$ cat config.mk
export PLATFORM = sky130hd
export DESIGN_NAME = sar_conv_ctrl
export DESIGN_NICKNAME = d
export VERILOG_FILES = /design/src/rtl/conv_ctrl_pkg.sv /design/src/rtl/clock_divider.sv /design/src/rtl/sar_step.sv /design/src/rtl/sar_conv_ctrl.sv
export SDC_FILE = /design/constraint.sdc
export NUM_CORES = 1
export LEC_CHECK = 0
export BUFFER_PORTS_ARGS = -buffer_cell sky130_fd_sc_hd__buf_4
export CORE_MARGIN = 2
export CORE_UTILIZATION = 45
export CTS_CLUSTER_SIZE = 40
export DETAILED_ROUTE_END_ITERATION = 16
export PLACE_DENSITY = 0.78
export SYNTH_ARGS = -nofsm -noshare
export SYNTH_HDL_FRONTEND = slang
export SYNTH_SLANG_ARGS = --single-unit
$ cat constraint.sdc
create_clock -name mclk -period 3.38 [get_ports mclk]
set_clock_uncertainty 0.1 [all_clocks]
set_input_delay 0.507 -clock mclk [delete_from_list [all_inputs] [get_ports mclk]]
set_output_delay 0.507 -clock mclk [all_outputs]
set_load 0.02 [all_outputs]
$ cat src/rtl/conv_ctrl_pkg.sv
// constants shared by the converter control block and its helpers
// assumes a 32-bit classic wishbone slave with word-aligned registers
package conv_ctrl_pkg;
  // register byte offsets
  localparam logic [7:0] OFF_CTRL0 = 8'h00;
  localparam logic [7:0] OFF_CTRL1 = 8'h04;
  localparam logic [7:0] OFF_CTRL2 = 8'h08;
  localparam logic [7:0] OFF_RES_HI = 8'h0c;
  localparam logic [7:0] OFF_RES_LO = 8'h10;
  localparam logic [7:0] OFF_INT = 8'h14;
  localparam logic [7:0] OFF_PINSEL = 8'h18;
  localparam logic [7:0] OFF_SAMPLE = 8'h1c;
  // control reg 0 fields
  localparam int CTRL0_START = 7;
  localparam int CTRL0_BUSY = 6;
  localparam int CTRL0_PWR = 5;
  localparam int CTRL0_ALIGN = 4;
  // control reg 1 fields
  localparam int CTRL1_SRC_LSB = 4;
  // control reg 2 fields
  localparam int CTRL2_REF_LSB = 2;
  // interrupt control fields
  localparam int INT_GIE = 0;
  localparam int INT_CIE = 1;
  localparam int INT_REQ = 2;
  // reset values
  localparam logic [7:0] CTRL_RESET = 8'h00;
  // conversion timing, in converter clocks
  localparam int SAMPLE_CLKS = 4;
  localparam int CONVERT_CLKS = 12;
  localparam int TOTAL_CLKS = SAMPLE_CLKS + CONVERT_CLKS;
  localparam logic [4:0] LAST_CLK = 5'(TOTAL_CLKS - 1);
  localparam int RES_BITS = 12;
  // converter input source codes
  localparam logic [3:0] SRC_EXT = 4'h0;
  localparam logic [3:0] SRC_VDD = 4'h1;
  localparam logic [3:0] SRC_VDD2 = 4'h2;
  localparam logic [3:0] SRC_VDD4 = 4'h3;
  localparam logic [3:0] SRC_AMP = 4'h5;
  localparam logic [3:0] SRC_AMP2 = 4'h6;
  localparam logic [3:0] SRC_AMP4 = 4'h7;
  localparam logic [3:0] SRC_GND = 4'h8;
  // reference choices
  localparam logic [1:0] REF_SUPPLY = 2'h0;
  localparam logic [1:0] REF_PIN = 2'h1;
  localparam logic [1:0] REF_AMP = 2'h2;
  typedef enum logic [1:0] {CV_IDLE, CV_RESET, CV_RUN} conv_state_t;
endpackage

$ cat src/rtl/clock_divider.sv
// power-of-two divider making the converter clock tick
// assumes a single system clock; the tick is one mclk cycle wide
`timescale 1ns/1ps
module clock_divider (
  input wire logic mclk,
  input wire logic reset,
  input wire logic clear,
  input wire logic [2:0] div_sel,
  output logic tick
);
  // free counter, restarted so every conversion starts aligned
  logic [6:0] count_reg;
  logic [6:0] limit;

  // 000 passes every cycle, each code step doubles the ratio
  always_comb begin
    limit = 7'((8'h01 << div_sel) - 8'h01);
  end

  // counter wraps at the chosen limit
  always_ff @(posedge mclk) begin
    if (reset || clear || count_reg >= limit) begin
      count_reg <= 7'h00;
    end else begin
      count_reg <= count_reg + 7'h01;
    end
  end

  // tick on wrap, so divide by 1 ticks every cycle
  assign tick = !clear && (count_reg >= limit);
endmodule

$ cat src/rtl/sar_step.sv
// successive approximation register: one bit per converter clock
// assumes the comparator input is already stable in mclk's domain
`timescale 1ns/1ps
module sar_step #(
  parameter int WIDTH = 12
) (
  input wire logic mclk,
  input wire logic reset,
  input wire logic load,
  input wire logic step,
  input wire logic cmp_high,
  output logic [WIDTH-1:0] trial,
  output logic done
);
  // bit under test, one-hot, walks from msb to lsb
  logic [WIDTH-1:0] probe_reg;
  logic [WIDTH-1:0] trial_reg;

  // keep or drop the probed bit, then try the next one down
  always_ff @(posedge mclk) begin
    if (reset) begin
      probe_reg <= '0;
      trial_reg <= '0;
    end else if (load) begin
      probe_reg <= {1'b1, {(WIDTH-1){1'b0}}};
      trial_reg <= {1'b1, {(WIDTH-1){1'b0}}};
    end else if (step && probe_reg != '0) begin
      probe_reg <= probe_reg >> 1;
      // drop the bit when the trial overshoots the input
      trial_reg <= (cmp_high ? trial_reg : (trial_reg & ~probe_reg))
                   | (probe_reg >> 1);
    end
  end

  assign trial = trial_reg;
  assign done = (probe_reg == '0);
endmodule

$ cat src/rtl/sar_conv_ctrl.sv
// control of one 12-bit successive-approximation converter
// assumes wishbone classic master on mclk; analog parts sit outside
// What this block does
// - external pin chosen for codes 0,4,c-f
// - internal sources routed per code, channel ignored
// - codes 8 to b ground the input
// - internal source always disconnects the external path
// - busy set on start release, cleared on completion
// - completion sets request, interrupt when enabled
// - divider code doubles ratio, 000 to /128
// - four sampling plus twelve conversion clocks
// - analog pin drops pull-up, function, direction
// - reference: supply, pin, or amplifier output
// - alignment bit selects left or right result
// - start held high keeps converter in reset
// - power off leaves result registers unchanged
`timescale 1ns/1ps
module sar_conv_ctrl
  import conv_ctrl_pkg::*;
#(
  parameter int PINS = 4
) (
  input wire logic mclk,
  input wire logic reset,
  input wire logic wb_cyc_i,
  input wire logic wb_stb_i,
  input wire logic wb_we_i,
  input wire logic [7:0] wb_adr_i,
  input wire logic [3:0] wb_sel_i,
  input wire logic [31:0] wb_dat_i,
  output logic [31:0] wb_dat_o,
  output logic wb_ack_o,
  input wire logic cmp_high,
  output logic [11:0] dac_code,
  output logic sample_on,
  output logic conv_reset,
  output logic converter_power,
  output logic [PINS-1:0] ext_path_on,
  output logic [3:0] internal_source,
  output logic input_grounded,
  output logic [2:0] reference_route,
  output logic [PINS-1:0] pin_analog_mode,
  output logic [PINS-1:0] pin_pullup_disable,
  output logic [PINS-1:0] pin_dir_override,
  output logic conv_irq
);
  import conv_ctrl_pkg::*;

  // software-visible control fields
  logic start_reg;
  logic power_reg;
  logic align_reg;
  logic [1:0] chan_reg;
  logic [3:0] src_reg;
  logic [2:0] div_reg;
  logic [7:0] ctrl2_reg;
  logic gie_reg;
  logic cie_reg;
  logic req_reg;
  logic [PINS-1:0] pinsel_reg;
  logic busy_reg;
  logic [11:0] result_reg;
  logic ack_reg;
  logic [31:0] rdata_reg;
  // conversion sequencing
  conv_state_t state_reg;
  logic [4:0] clk_count_reg;
  logic tick;
  logic sar_load;
  logic [11:0] trial;
  logic finish;
  // bus access decode
  logic access;
  logic wr_ctrl0;
  logic wr_int;

  // true when the code selects an external pin
  function automatic logic is_external(input logic [3:0] code);
    is_external = (code == 4'h0) || (code == 4'h4) || (code[3:2] == 2'b11);
  endfunction

  // byte lane 0 carries every 8-bit register
  function automatic logic [7:0] lane0(input logic [31:0] d);
    lane0 = d[7:0];
  endfunction

  // one access per cycle; ack drops the cycle after it is given
  assign access = wb_cyc_i && wb_stb_i && !ack_reg;
  assign wr_ctrl0 = access && wb_we_i && wb_sel_i[0]
                    && wb_adr_i == OFF_CTRL0;
  assign wr_int = access && wb_we_i && wb_sel_i[0] && wb_adr_i == OFF_INT;

  // ack one cycle after the strobe, for mapped and unmapped alike
  always_ff @(posedge mclk) begin
    if (reset) begin
      ack_reg <= 1'b0;
    end else begin
      ack_reg <= access;
    end
  end
  assign wb_ack_o = ack_reg;

  // control register 0 writable fields; busy is read-only
  always_ff @(posedge mclk) begin
    if (reset) begin
      start_reg <= 1'b0;
      power_reg <= 1'b0;
      align_reg <= 1'b0;
      chan_reg <= 2'h0;
    end else if (wr_ctrl0) begin
      start_reg <= wb_dat_i[CTRL0_START];
      power_reg <= wb_dat_i[CTRL0_PWR];
      align_reg <= wb_dat_i[CTRL0_ALIGN];
      chan_reg <= wb_dat_i[1:0];
    end
  end

  // remaining control registers
  always_ff @(posedge mclk) begin
    if (reset) begin
      src_reg <= 4'h0;
      div_reg <= 3'h0;
      ctrl2_reg <= CTRL_RESET;
      pinsel_reg <= '0;
    end else if (access && wb_we_i && wb_sel_i[0]) begin
      unique case (wb_adr_i)
        OFF_CTRL1: begin
          src_reg <= wb_dat_i[7:4];
          div_reg <= wb_dat_i[2:0];
        end
        OFF_CTRL2: ctrl2_reg <= lane0(wb_dat_i) & 8'h9f;
        OFF_PINSEL: pinsel_reg <= wb_dat_i[PINS-1:0];
        default: begin
          // other offsets hold nothing writable here
        end
      endcase
    end
  end

  // interrupt enables and request; completion beats a clear
  always_ff @(posedge mclk) begin
    if (reset) begin
      gie_reg <= 1'b0;
      cie_reg <= 1'b0;
      req_reg <= 1'b0;
    end else begin
      if (wr_int) begin
        gie_reg <= wb_dat_i[INT_GIE];
        cie_reg <= wb_dat_i[INT_CIE];
      end
      if (finish) begin
        req_reg <= 1'b1;
      end else if (wr_int) begin
        req_reg <= wb_dat_i[INT_REQ];
      end
    end
  end
  // interrupt only when both enables are set
  assign conv_irq = req_reg && gie_reg && cie_reg;

  // read mux, registered so data lines up with ack
  always_ff @(posedge mclk) begin
    if (reset) begin
      rdata_reg <= 32'h0000_0000;
    end else if (access && !wb_we_i) begin
      unique case (wb_adr_i)
        OFF_CTRL0: rdata_reg <= {24'h0, start_reg, busy_reg, power_reg,
                                 align_reg, 2'b00, chan_reg};
        OFF_CTRL1: rdata_reg <= {24'h0, src_reg, 1'b0, div_reg};
        OFF_CTRL2: rdata_reg <= {24'h0, ctrl2_reg};
        // alignment applied at read time
        OFF_RES_HI: rdata_reg <= align_reg ?
                                 {28'h0, result_reg[11:8]} :
                                 {24'h0, result_reg[11:4]};
        OFF_RES_LO: rdata_reg <= align_reg ?
                                 {24'h0, result_reg[7:0]} :
                                 {24'h0, result_reg[3:0], 4'h0};
        OFF_INT: rdata_reg <= {29'h0, req_reg, cie_reg, gie_reg};
        OFF_PINSEL: rdata_reg <= {{(32-PINS){1'b0}}, pinsel_reg};
        default: rdata_reg <= 32'h0000_0000;
      endcase
    end
  end
  assign wb_dat_o = rdata_reg;

  // converter clock divider
  clock_divider u_div (
    .mclk(mclk),
    .reset(reset),
    .clear(state_reg != CV_RUN),
    .div_sel(div_reg),
    .tick(tick)
  );

  // bit-by-bit search engine
  sar_step #(.WIDTH(RES_BITS)) u_sar (
    .mclk(mclk),
    .reset(reset),
    .load(sar_load),
    .step(tick && clk_count_reg >= 5'(SAMPLE_CLKS)),
    .cmp_high(cmp_high),
    .trial(trial),
    .done()
  );

  // last converter clock of the sequence ends the conversion
  assign finish = (state_reg == CV_RUN) && tick
                  && clk_count_reg == LAST_CLK;
  // start search as the sequence begins
  assign sar_load = (state_reg == CV_RESET) && !start_reg;

  // start high holds reset; the falling edge launches the run
  always_ff @(posedge mclk) begin
    if (reset) begin
      state_reg <= CV_IDLE;
    end else if (!power_reg) begin
      state_reg <= CV_IDLE; // powered down, nothing runs
    end else if (start_reg) begin
      state_reg <= CV_RESET;
    end else begin
      unique case (state_reg)
        CV_IDLE: state_reg <= CV_IDLE;
        CV_RESET: state_reg <= CV_RUN;
        CV_RUN: state_reg <= finish ? CV_IDLE : CV_RUN;
      endcase
    end
  end

  // converter clock counter: 4 sampling, then 12 conversion
  always_ff @(posedge mclk) begin
    if (reset || state_reg != CV_RUN) begin
      clk_count_reg <= 5'h00;
    end else if (tick) begin
      clk_count_reg <= clk_count_reg + 5'h01;
    end
  end

  // busy from launch to completion
  always_ff @(posedge mclk) begin
    if (reset || !power_reg || start_reg) begin
      busy_reg <= 1'b0;
    end else if (sar_load) begin
      busy_reg <= 1'b1;
    end else if (finish) begin
      busy_reg <= 1'b0;
    end
  end

  // result lands in the same edge busy clears; kept when powered off
  always_ff @(posedge mclk) begin
    if (reset) begin
      result_reg <= 12'h000;
    end else if (finish && power_reg) begin
      // final bit decided on this last tick
      result_reg <= cmp_high ? trial : (trial & 12'hffe);
    end
  end

  // analog side controls
  assign dac_code = trial;
  assign sample_on = (state_reg == CV_RUN)
                     && clk_count_reg < 5'(SAMPLE_CLKS);
  assign conv_reset = (state_reg == CV_RESET);
  assign converter_power = power_reg;

  // input routing: external pin only for external codes
  always_comb begin
    ext_path_on = '0;
    internal_source = 4'h0;
    input_grounded = 1'b0;
    if (is_external(src_reg)) begin
      ext_path_on[chan_reg] = 1'b1;
    end else if (src_reg[3]) begin
      input_grounded = 1'b1;
    end else begin
      // no external path while an internal one is chosen
      unique case (src_reg)
        SRC_VDD: internal_source = 4'h1;
        SRC_VDD2: internal_source = 4'h2;
        SRC_VDD4: internal_source = 4'h3;
        SRC_AMP: internal_source = 4'h5;
        SRC_AMP2: internal_source = 4'h6;
        SRC_AMP4: internal_source = 4'h7;
        default: internal_source = 4'h0;
      endcase
    end
  end

  // reference one-hot: supply, pin, amplifier
  always_comb begin
    reference_route = 3'b000;
    if (ctrl2_reg[CTRL2_REF_LSB+1]) begin
      reference_route = 3'b100;
    end else if (ctrl2_reg[CTRL2_REF_LSB]) begin
      reference_route = 3'b010;
    end else begin
      reference_route = 3'b001;
    end
  end

  // analog pins drop other functions, pull-up and direction
  assign pin_analog_mode = pinsel_reg;
  assign pin_pullup_disable = pinsel_reg;
  assign pin_dir_override = pinsel_reg;
endmodule

After elaboration in Yosys (flattened, before gate mapping)
Index checks and enable logic that the tools add are counted.

storage, ports and cells
  RAM bits = 0
  memory bits (read-only) = 0
  latch bits = 0
  bits of input ports = 50
  output and inout bits = 73
  word-level logic and storage cells = 122
  memories = 0
  register bits = 109

cells by class
  multiplexer cells = 26
  reduce and logical (&&, ||, !) cells = 42
  bitwise gates (word level) = 4
  $mul = 0
  $add $sub $neg = 3
  $lt $le $gt $ge = 5
  shift operators = 1
  equality and inequality tests = 18
  div/mod/pow operators = 0

operator list
  operator                                             number
  2-to-1 mux 12 bit                                    5
  one-hot mux 8 bit (7 select lines)                   1
  equality test 8 x 5 -> 1 bit, second input constant  3
  logical AND 1 bit                                    18
  one-hot mux 3 bit (6 select lines)                   1
  equality test 4 x 3 -> 1 bit, second input constant  4
  equality test 8 x 4 -> 1 bit, second input constant  2
  2-to-1 mux 8 bit                                     2
  AND 12 bit                                           1
  NOT 12 bit                                           1
  OR 12 x 11 -> 12 bit                                 1
  nonzero test 12 bit                                  1
  2-to-1 mux 1 bit                                     9
  2-to-1 mux 3 bit                                     3
  equality test 4 x 2 -> 1 bit, second input constant  2
  equality test 8 x 3 -> 1 bit, second input constant  1
  zero test 8 bit                                      1
  adder 7 x 1 -> 7 bit, second input constant          1
  greater-or-equal comparator 7 bit                    1
  << shifter 1 x 3 -> 7 bit, first input constant      1
  subtractor 7 x 1 -> 7 bit, second input constant     1
  logical OR 1 bit                                     6
  one-hot mux 2 bit (3 select lines)                   1
  AND reduction 2 bit                                  3
  other kinds (20)                                     29

Longest topological paths before layout
  depth in word-level cells = 9
  gate-level depth with buffers = 16
  depth with buffers taken out = 12

Cells and area by module
From an unflattened synthesis, not the netlist that was laid out.

second synthesis, totals
  cells, all modules = 514
  area total of the unflattened synthesis = 4440.5 sq um

modules (own cells, without submodules)
  module         instances  area each (sq um)  sequential area each (sq um)  cells an instance
  sar_conv_ctrl  1          3061.7             1081.0                        354
  sar_step       1          915.9              480.5                         108
  clock_divider  1          462.9              140.1                         52

Worst setup path before layout
OpenSTA, ideal clock, no wires.

  path kind = reg-to-reg
  start = register div_reg[0]
  end = register u_sar.probe_reg[10]
  data arrival time = 3.048 ns
  setup slack = 0.115 ns
  clock period less this slack = 3.265 ns
  data required time = 3.163 ns
  cell stages (with the launch flop) = 16
  library setup time = 0.117 ns
  path buffers = 4
  cell sequence = dfxtp_1 -> clkbuf_1 -> or3_1 -> ha_1 -> clkbuf_1 -> xor2_1 -> nor2_1 -> a21oi_1 -> ha_1 -> and4_1 -> o21ai_1 -> o221a_2 -> buf_2 -> o31a_1 -> buf_2 -> a22o_1

on the way
  cells in the longest elaborated chain, start to end = 6

ends and longest elaborated chain
  what                               line                  RTL
  start, declared                    sar_conv_ctrl.sv:55   logic [2:0] div_reg;
  start signal, assigned             sar_conv_ctrl.sv:129  div_reg <= wb_dat_i[2:0];
  << shifter 1 x 3 -> 7 bit          clock_divider.sv:17   limit = 7'((8'h01 << div_sel) - 8'h01);
  subtractor 7 x 1 -> 7 bit          clock_divider.sv:17
  greater-or-equal comparator 7 bit  clock_divider.sv:30   assign tick = !clear && (count_reg >= limit);
  logical AND 1 bit                  clock_divider.sv:30
  logical AND 1 bit                  sar_conv_ctrl.sv:200  .step(tick && clk_count_reg >= 5'(SAMPLE_CLKS)),
  logical AND 1 bit                  sar_step.sv:27        end else if (step && probe_reg != '0) begin
  end signal, assigned               sar_step.sv:25        probe_reg <= {1'b1, {(WIDTH-1){1'b0}}};
  end signal, assigned               sar_step.sv:28        probe_reg <= probe_reg >> 1;
  end, declared                      sar_step.sv:16        logic [WIDTH-1:0] probe_reg;

Every way passes these cells.
A chain may end at the register's enable or synchronous reset.

Worst setup path in the final report
  start = register div_reg[2]
  end = register result_reg[2]

on the way
  cells in the longest elaborated chain, start to end = 7

ends and longest elaborated chain
  what                               line                  RTL
  << shifter 1 x 3 -> 7 bit          clock_divider.sv:17
  subtractor 7 x 1 -> 7 bit          clock_divider.sv:17
  greater-or-equal comparator 7 bit  clock_divider.sv:30
  logical AND 1 bit                  clock_divider.sv:30
  logical AND 1 bit                  sar_conv_ctrl.sv:207  assign finish = (state_reg == CV_RUN) && tick
  logical AND 1 bit                  sar_conv_ctrl.sv:208  && clk_count_reg == LAST_CLK;
  logical AND 1 bit                  sar_conv_ctrl.sv:253  end else if (finish && power_reg) begin
  end signal, assigned               sar_conv_ctrl.sv:255  result_reg <= cmp_high ? trial : (trial & 12'hffe);
  end, declared                      sar_conv_ctrl.sv:62   logic [11:0] result_reg;

Every way passes these cells.

==> flow_metrics.py <==
metrics = {
    "run_status": {
        "status": "completed",
    },
    "power_and_ir_drop": {
        "power.density_nw_per_um2": 354,
        "cellLeakagePower_nw": 1.92,
        "vdd.ir_drop.worst_v": 0.000186,
    },
    "drt": {
        "wl_um": 10400,
        "viasPerCell": 5.33,
        "drt-initial-drc-count": 179,
        "drc": 0,
        "wl_per_cell_um": 14.8,
        "dr.pass1.iters": 4,
        "vias": 3761,
        "ant_nets": 0,
    },
    "layout": {
        "layout_common_cells": "dfxtp_1, buf_4, nor2_1",
        "final_common_cell": "dfxtp_1",
        "drive_gt1_share_pct": 19.8,
        "fin_area_um2": 5220,
        "num_antenna_cells": 0,
        "final_net_count": 631,
        "area.growth.synth_to_final_pct": 14.9,
    },
    "logic_synthesis": {
        "synth-edff-count": 0,
        "synth_cell_types": 58,
        "seq_area_frac_synth_pct": 37.5,
        "synth_top_cell_by_area": "dfxtp_1",
        "synth_warnings": 0,
        "avgSynthCellArea_um2": 8.78,
        "synth_top_family_by_area": "simple AND/OR/NAND/NOR gates",
        "synthMuxAreaShare_pct": 7.58,
        "ys_async_sr_fraction_pct": 0,
        "synth-simple-area-share_pct": 20.1,
        "syn_inst": 517,
        "synth_area_leaders": "dfxtp_1, mux2i_1, buf_4",
        "synth_top_area_share_pct": 37.5,
        "synth_xor_area_share_pct": 1.54,
        "ys.flop_type": "dfxtp_1",
        "ys_ff_latch": 85,
        "syn_area_um2": 4540,
        "synth_compound_area_share_pct": 17.9,
        "synthAdderAreaFrac_pct": 3.86,
    },
    "min_path": {
        "hold_path.class": "in -> reg",
        "min-delay-start": "wb_dat_i[6]",
        "worstHoldEndpoint": "src_reg[2]",
        "worstHoldPathCells": 3,
    },
    "placement": {
        "post-place-ws_ns": 0.112,
        "gp_congestion": 0.896,
        "detailed_place_hpwl_um": 7590,
        "io_buffers": 70,
        "place_area_um2": 5010,
    },
    "global_route": {
        "grt_pass1_vias": 3500,
        "grt_pass1_wl_um": 16700,
        "grt_max_degree": 56,
        "grt.overflow.total": 0,
        "antenna_found_initial": 0,
        "grt_usage_pct": 18.7,
    },
    "sta": {
        "fin_ws_ns": 0.105,
        "post-route-min-period_ns": 3.27,
        "finalSetupViolCount": 0,
        "tightest_slew_ns": 0.803,
        "setup_tns_ns": 0,
        "min_period_over_period_pct": 96.9,
        "hold_viol": 0,
        "drv_slew": 0,
        "max_slew_margin_pct": 45.7,
        "fmax_mhz": 305,
    },
    "cts": {
        "clock_latency_ns": 0.36,
        "htreeDepth": 3,
        "clk_pin_slew_ns": 0.09,
        "cts_buffers": 9,
        "ctsHoldBuffers": 0,
        "cts.sinks": 85,
        "cts_tree": "built",
        "cts_root_buffer": "clkbuf_8",
        "clock_path_buffers": 2,
    },
    "floorplan": {
        "die_x_um": 104,
        "pin_count": 123,
        "initial_utilization_pct": 46.4,
        "die_h_um": 104,
        "rows": 36,
        "core_region_area_um2": 9770,
        "dieArea_um2": 10900,
    },
    "setup_path": {
        "worstSetupEndpointType": "register",
        "required_ns": 3.57,
        "start_kind": "register",
        "reg2regPathDepth": 12,
        "worst-r2r-setup-slack_ns": 0.11,
        "r2r_end": "result_reg[2]",
        "critPathArrivalTime_ns": 3.46,
        "path_max_fanout": 19,
        "r2r_start": "div_reg[2]",
        "crit_type": "reg -> reg",
    },
    "flow_run": {
        "maxCapViolCount": 0,
    },
}
[critical path, stage by stage, from the launching register on]
cell and delay [ns]:
dfxtp_1 0.40, or3_1 0.40, ha_2 0.25, xor2_1 0.16, nor2_1 0.11, a21oi_1 0.05, ha_1 0.31, and4_1 0.19
o21ai_1 0.12, o221a_4 0.37, buf_4 0.21, or3_1 0.38, a21oi_1 0.15
[Yosys cell counts (5+ instances only)]
cell type and n:
a211oi_1 5, a21oi_1 27, a221oi_1 8, a22o_1 11, and3_1 6, buf_2 11
buf_4 34, clkbuf_1 15, dfxtp_1 85, ha_1 14, inv_1 35, mux2i_1 31
nand2_1 29, nand2b_1 5, nand3_1 8, nor2_1 52, nor2b_1 8, nor3_1 8
nor3_4 6, o21ai_0 16, o2bb2ai_1 12, o31ai_1 13, or3_1 14, xnor2_1 5
[report_power, final]
group / switching [W] / internal, W
registers: 0.00000117 / 0.00100
logic: 0.0000753 / 0.0000334
clock network: 0.000390 / 0.000345
total: 0.000467 / 0.00138
[cells by family (layout without fill, tap and decap cells)]
group / Yosys count / in the layout
xor+xnor: 8 / 8
flops: 85 / 85
fa+ha+maj: 14 / 14
other cells: 1 / 25
buf+inv: 98 / 129
compound gates: 116 / 116
simple gates: 162 / 162
mux: 33 / 33
[worst max path at each step]
stage	start	end	slack, ns	depth (start not counted)
floorplan	div_reg[0]	u_sar.probe_reg[10]	0.12	15
global placement	div_reg[2]	result_reg[3]	0.21	12
detailed placement	div_reg[2]	result_reg[2]	0.11	12
CTS	div_reg[2]	result_reg[2]	0.07	12
global route	div_reg[2]	result_reg[2]	-0.003	12
finish	div_reg[2]	result_reg[2]	0.11	12
[layer usage]
metal	global-route usage (%)	wire length, µm	vias to the layer above
li1	-	-	1877
met1	23.3	4700	1764
met2	31.9	5020	105
met3	4.70	526	15
met4	5.60	169	0
met5	0	0	-
[through the flow]
| stage | std cells | utilization, % | hold WS [ns] | power (W) |
|---|---|---|---|---|
| after global routing | 705 | 53.4 | 0.283 | 0.00190 |
| after floorplan | 541 | - | 0.326 | 0.00112 |
| final | 705 | 53.4 | 0.283 | 0.00185 |
| after global placement | 689 | 51.2 | 0.339 | 0.00113 |
| after CTS | 705 | 53.2 | 0.274 | 0.00185 |
| after detailed placement | 689 | 51.2 | 0.349 | 0.00113 |
[timing repair]
item / CTS / global route
setup endpoints to repair: 0 / 23
buffers inserted: 0 / 0
resized for setup: 0 / 2
[final cells by class]
| type | instances | area, µm² |
|---|---|---|
| Inverter | 35 | 131 |
| Timing Repair Buffer | 78 | 598 |
| Tap cell | 133 | 166 |
| Clock buffer | 9 | 124 |
| Clock inverter | 7 | 73.8 |
| Multi-Input combinational cell | 358 | 2420 |
| Fill cell | 899 | 4560 |
| Sequential cell | 85 | 1700 |
Power figures use the tool's default switching activity.
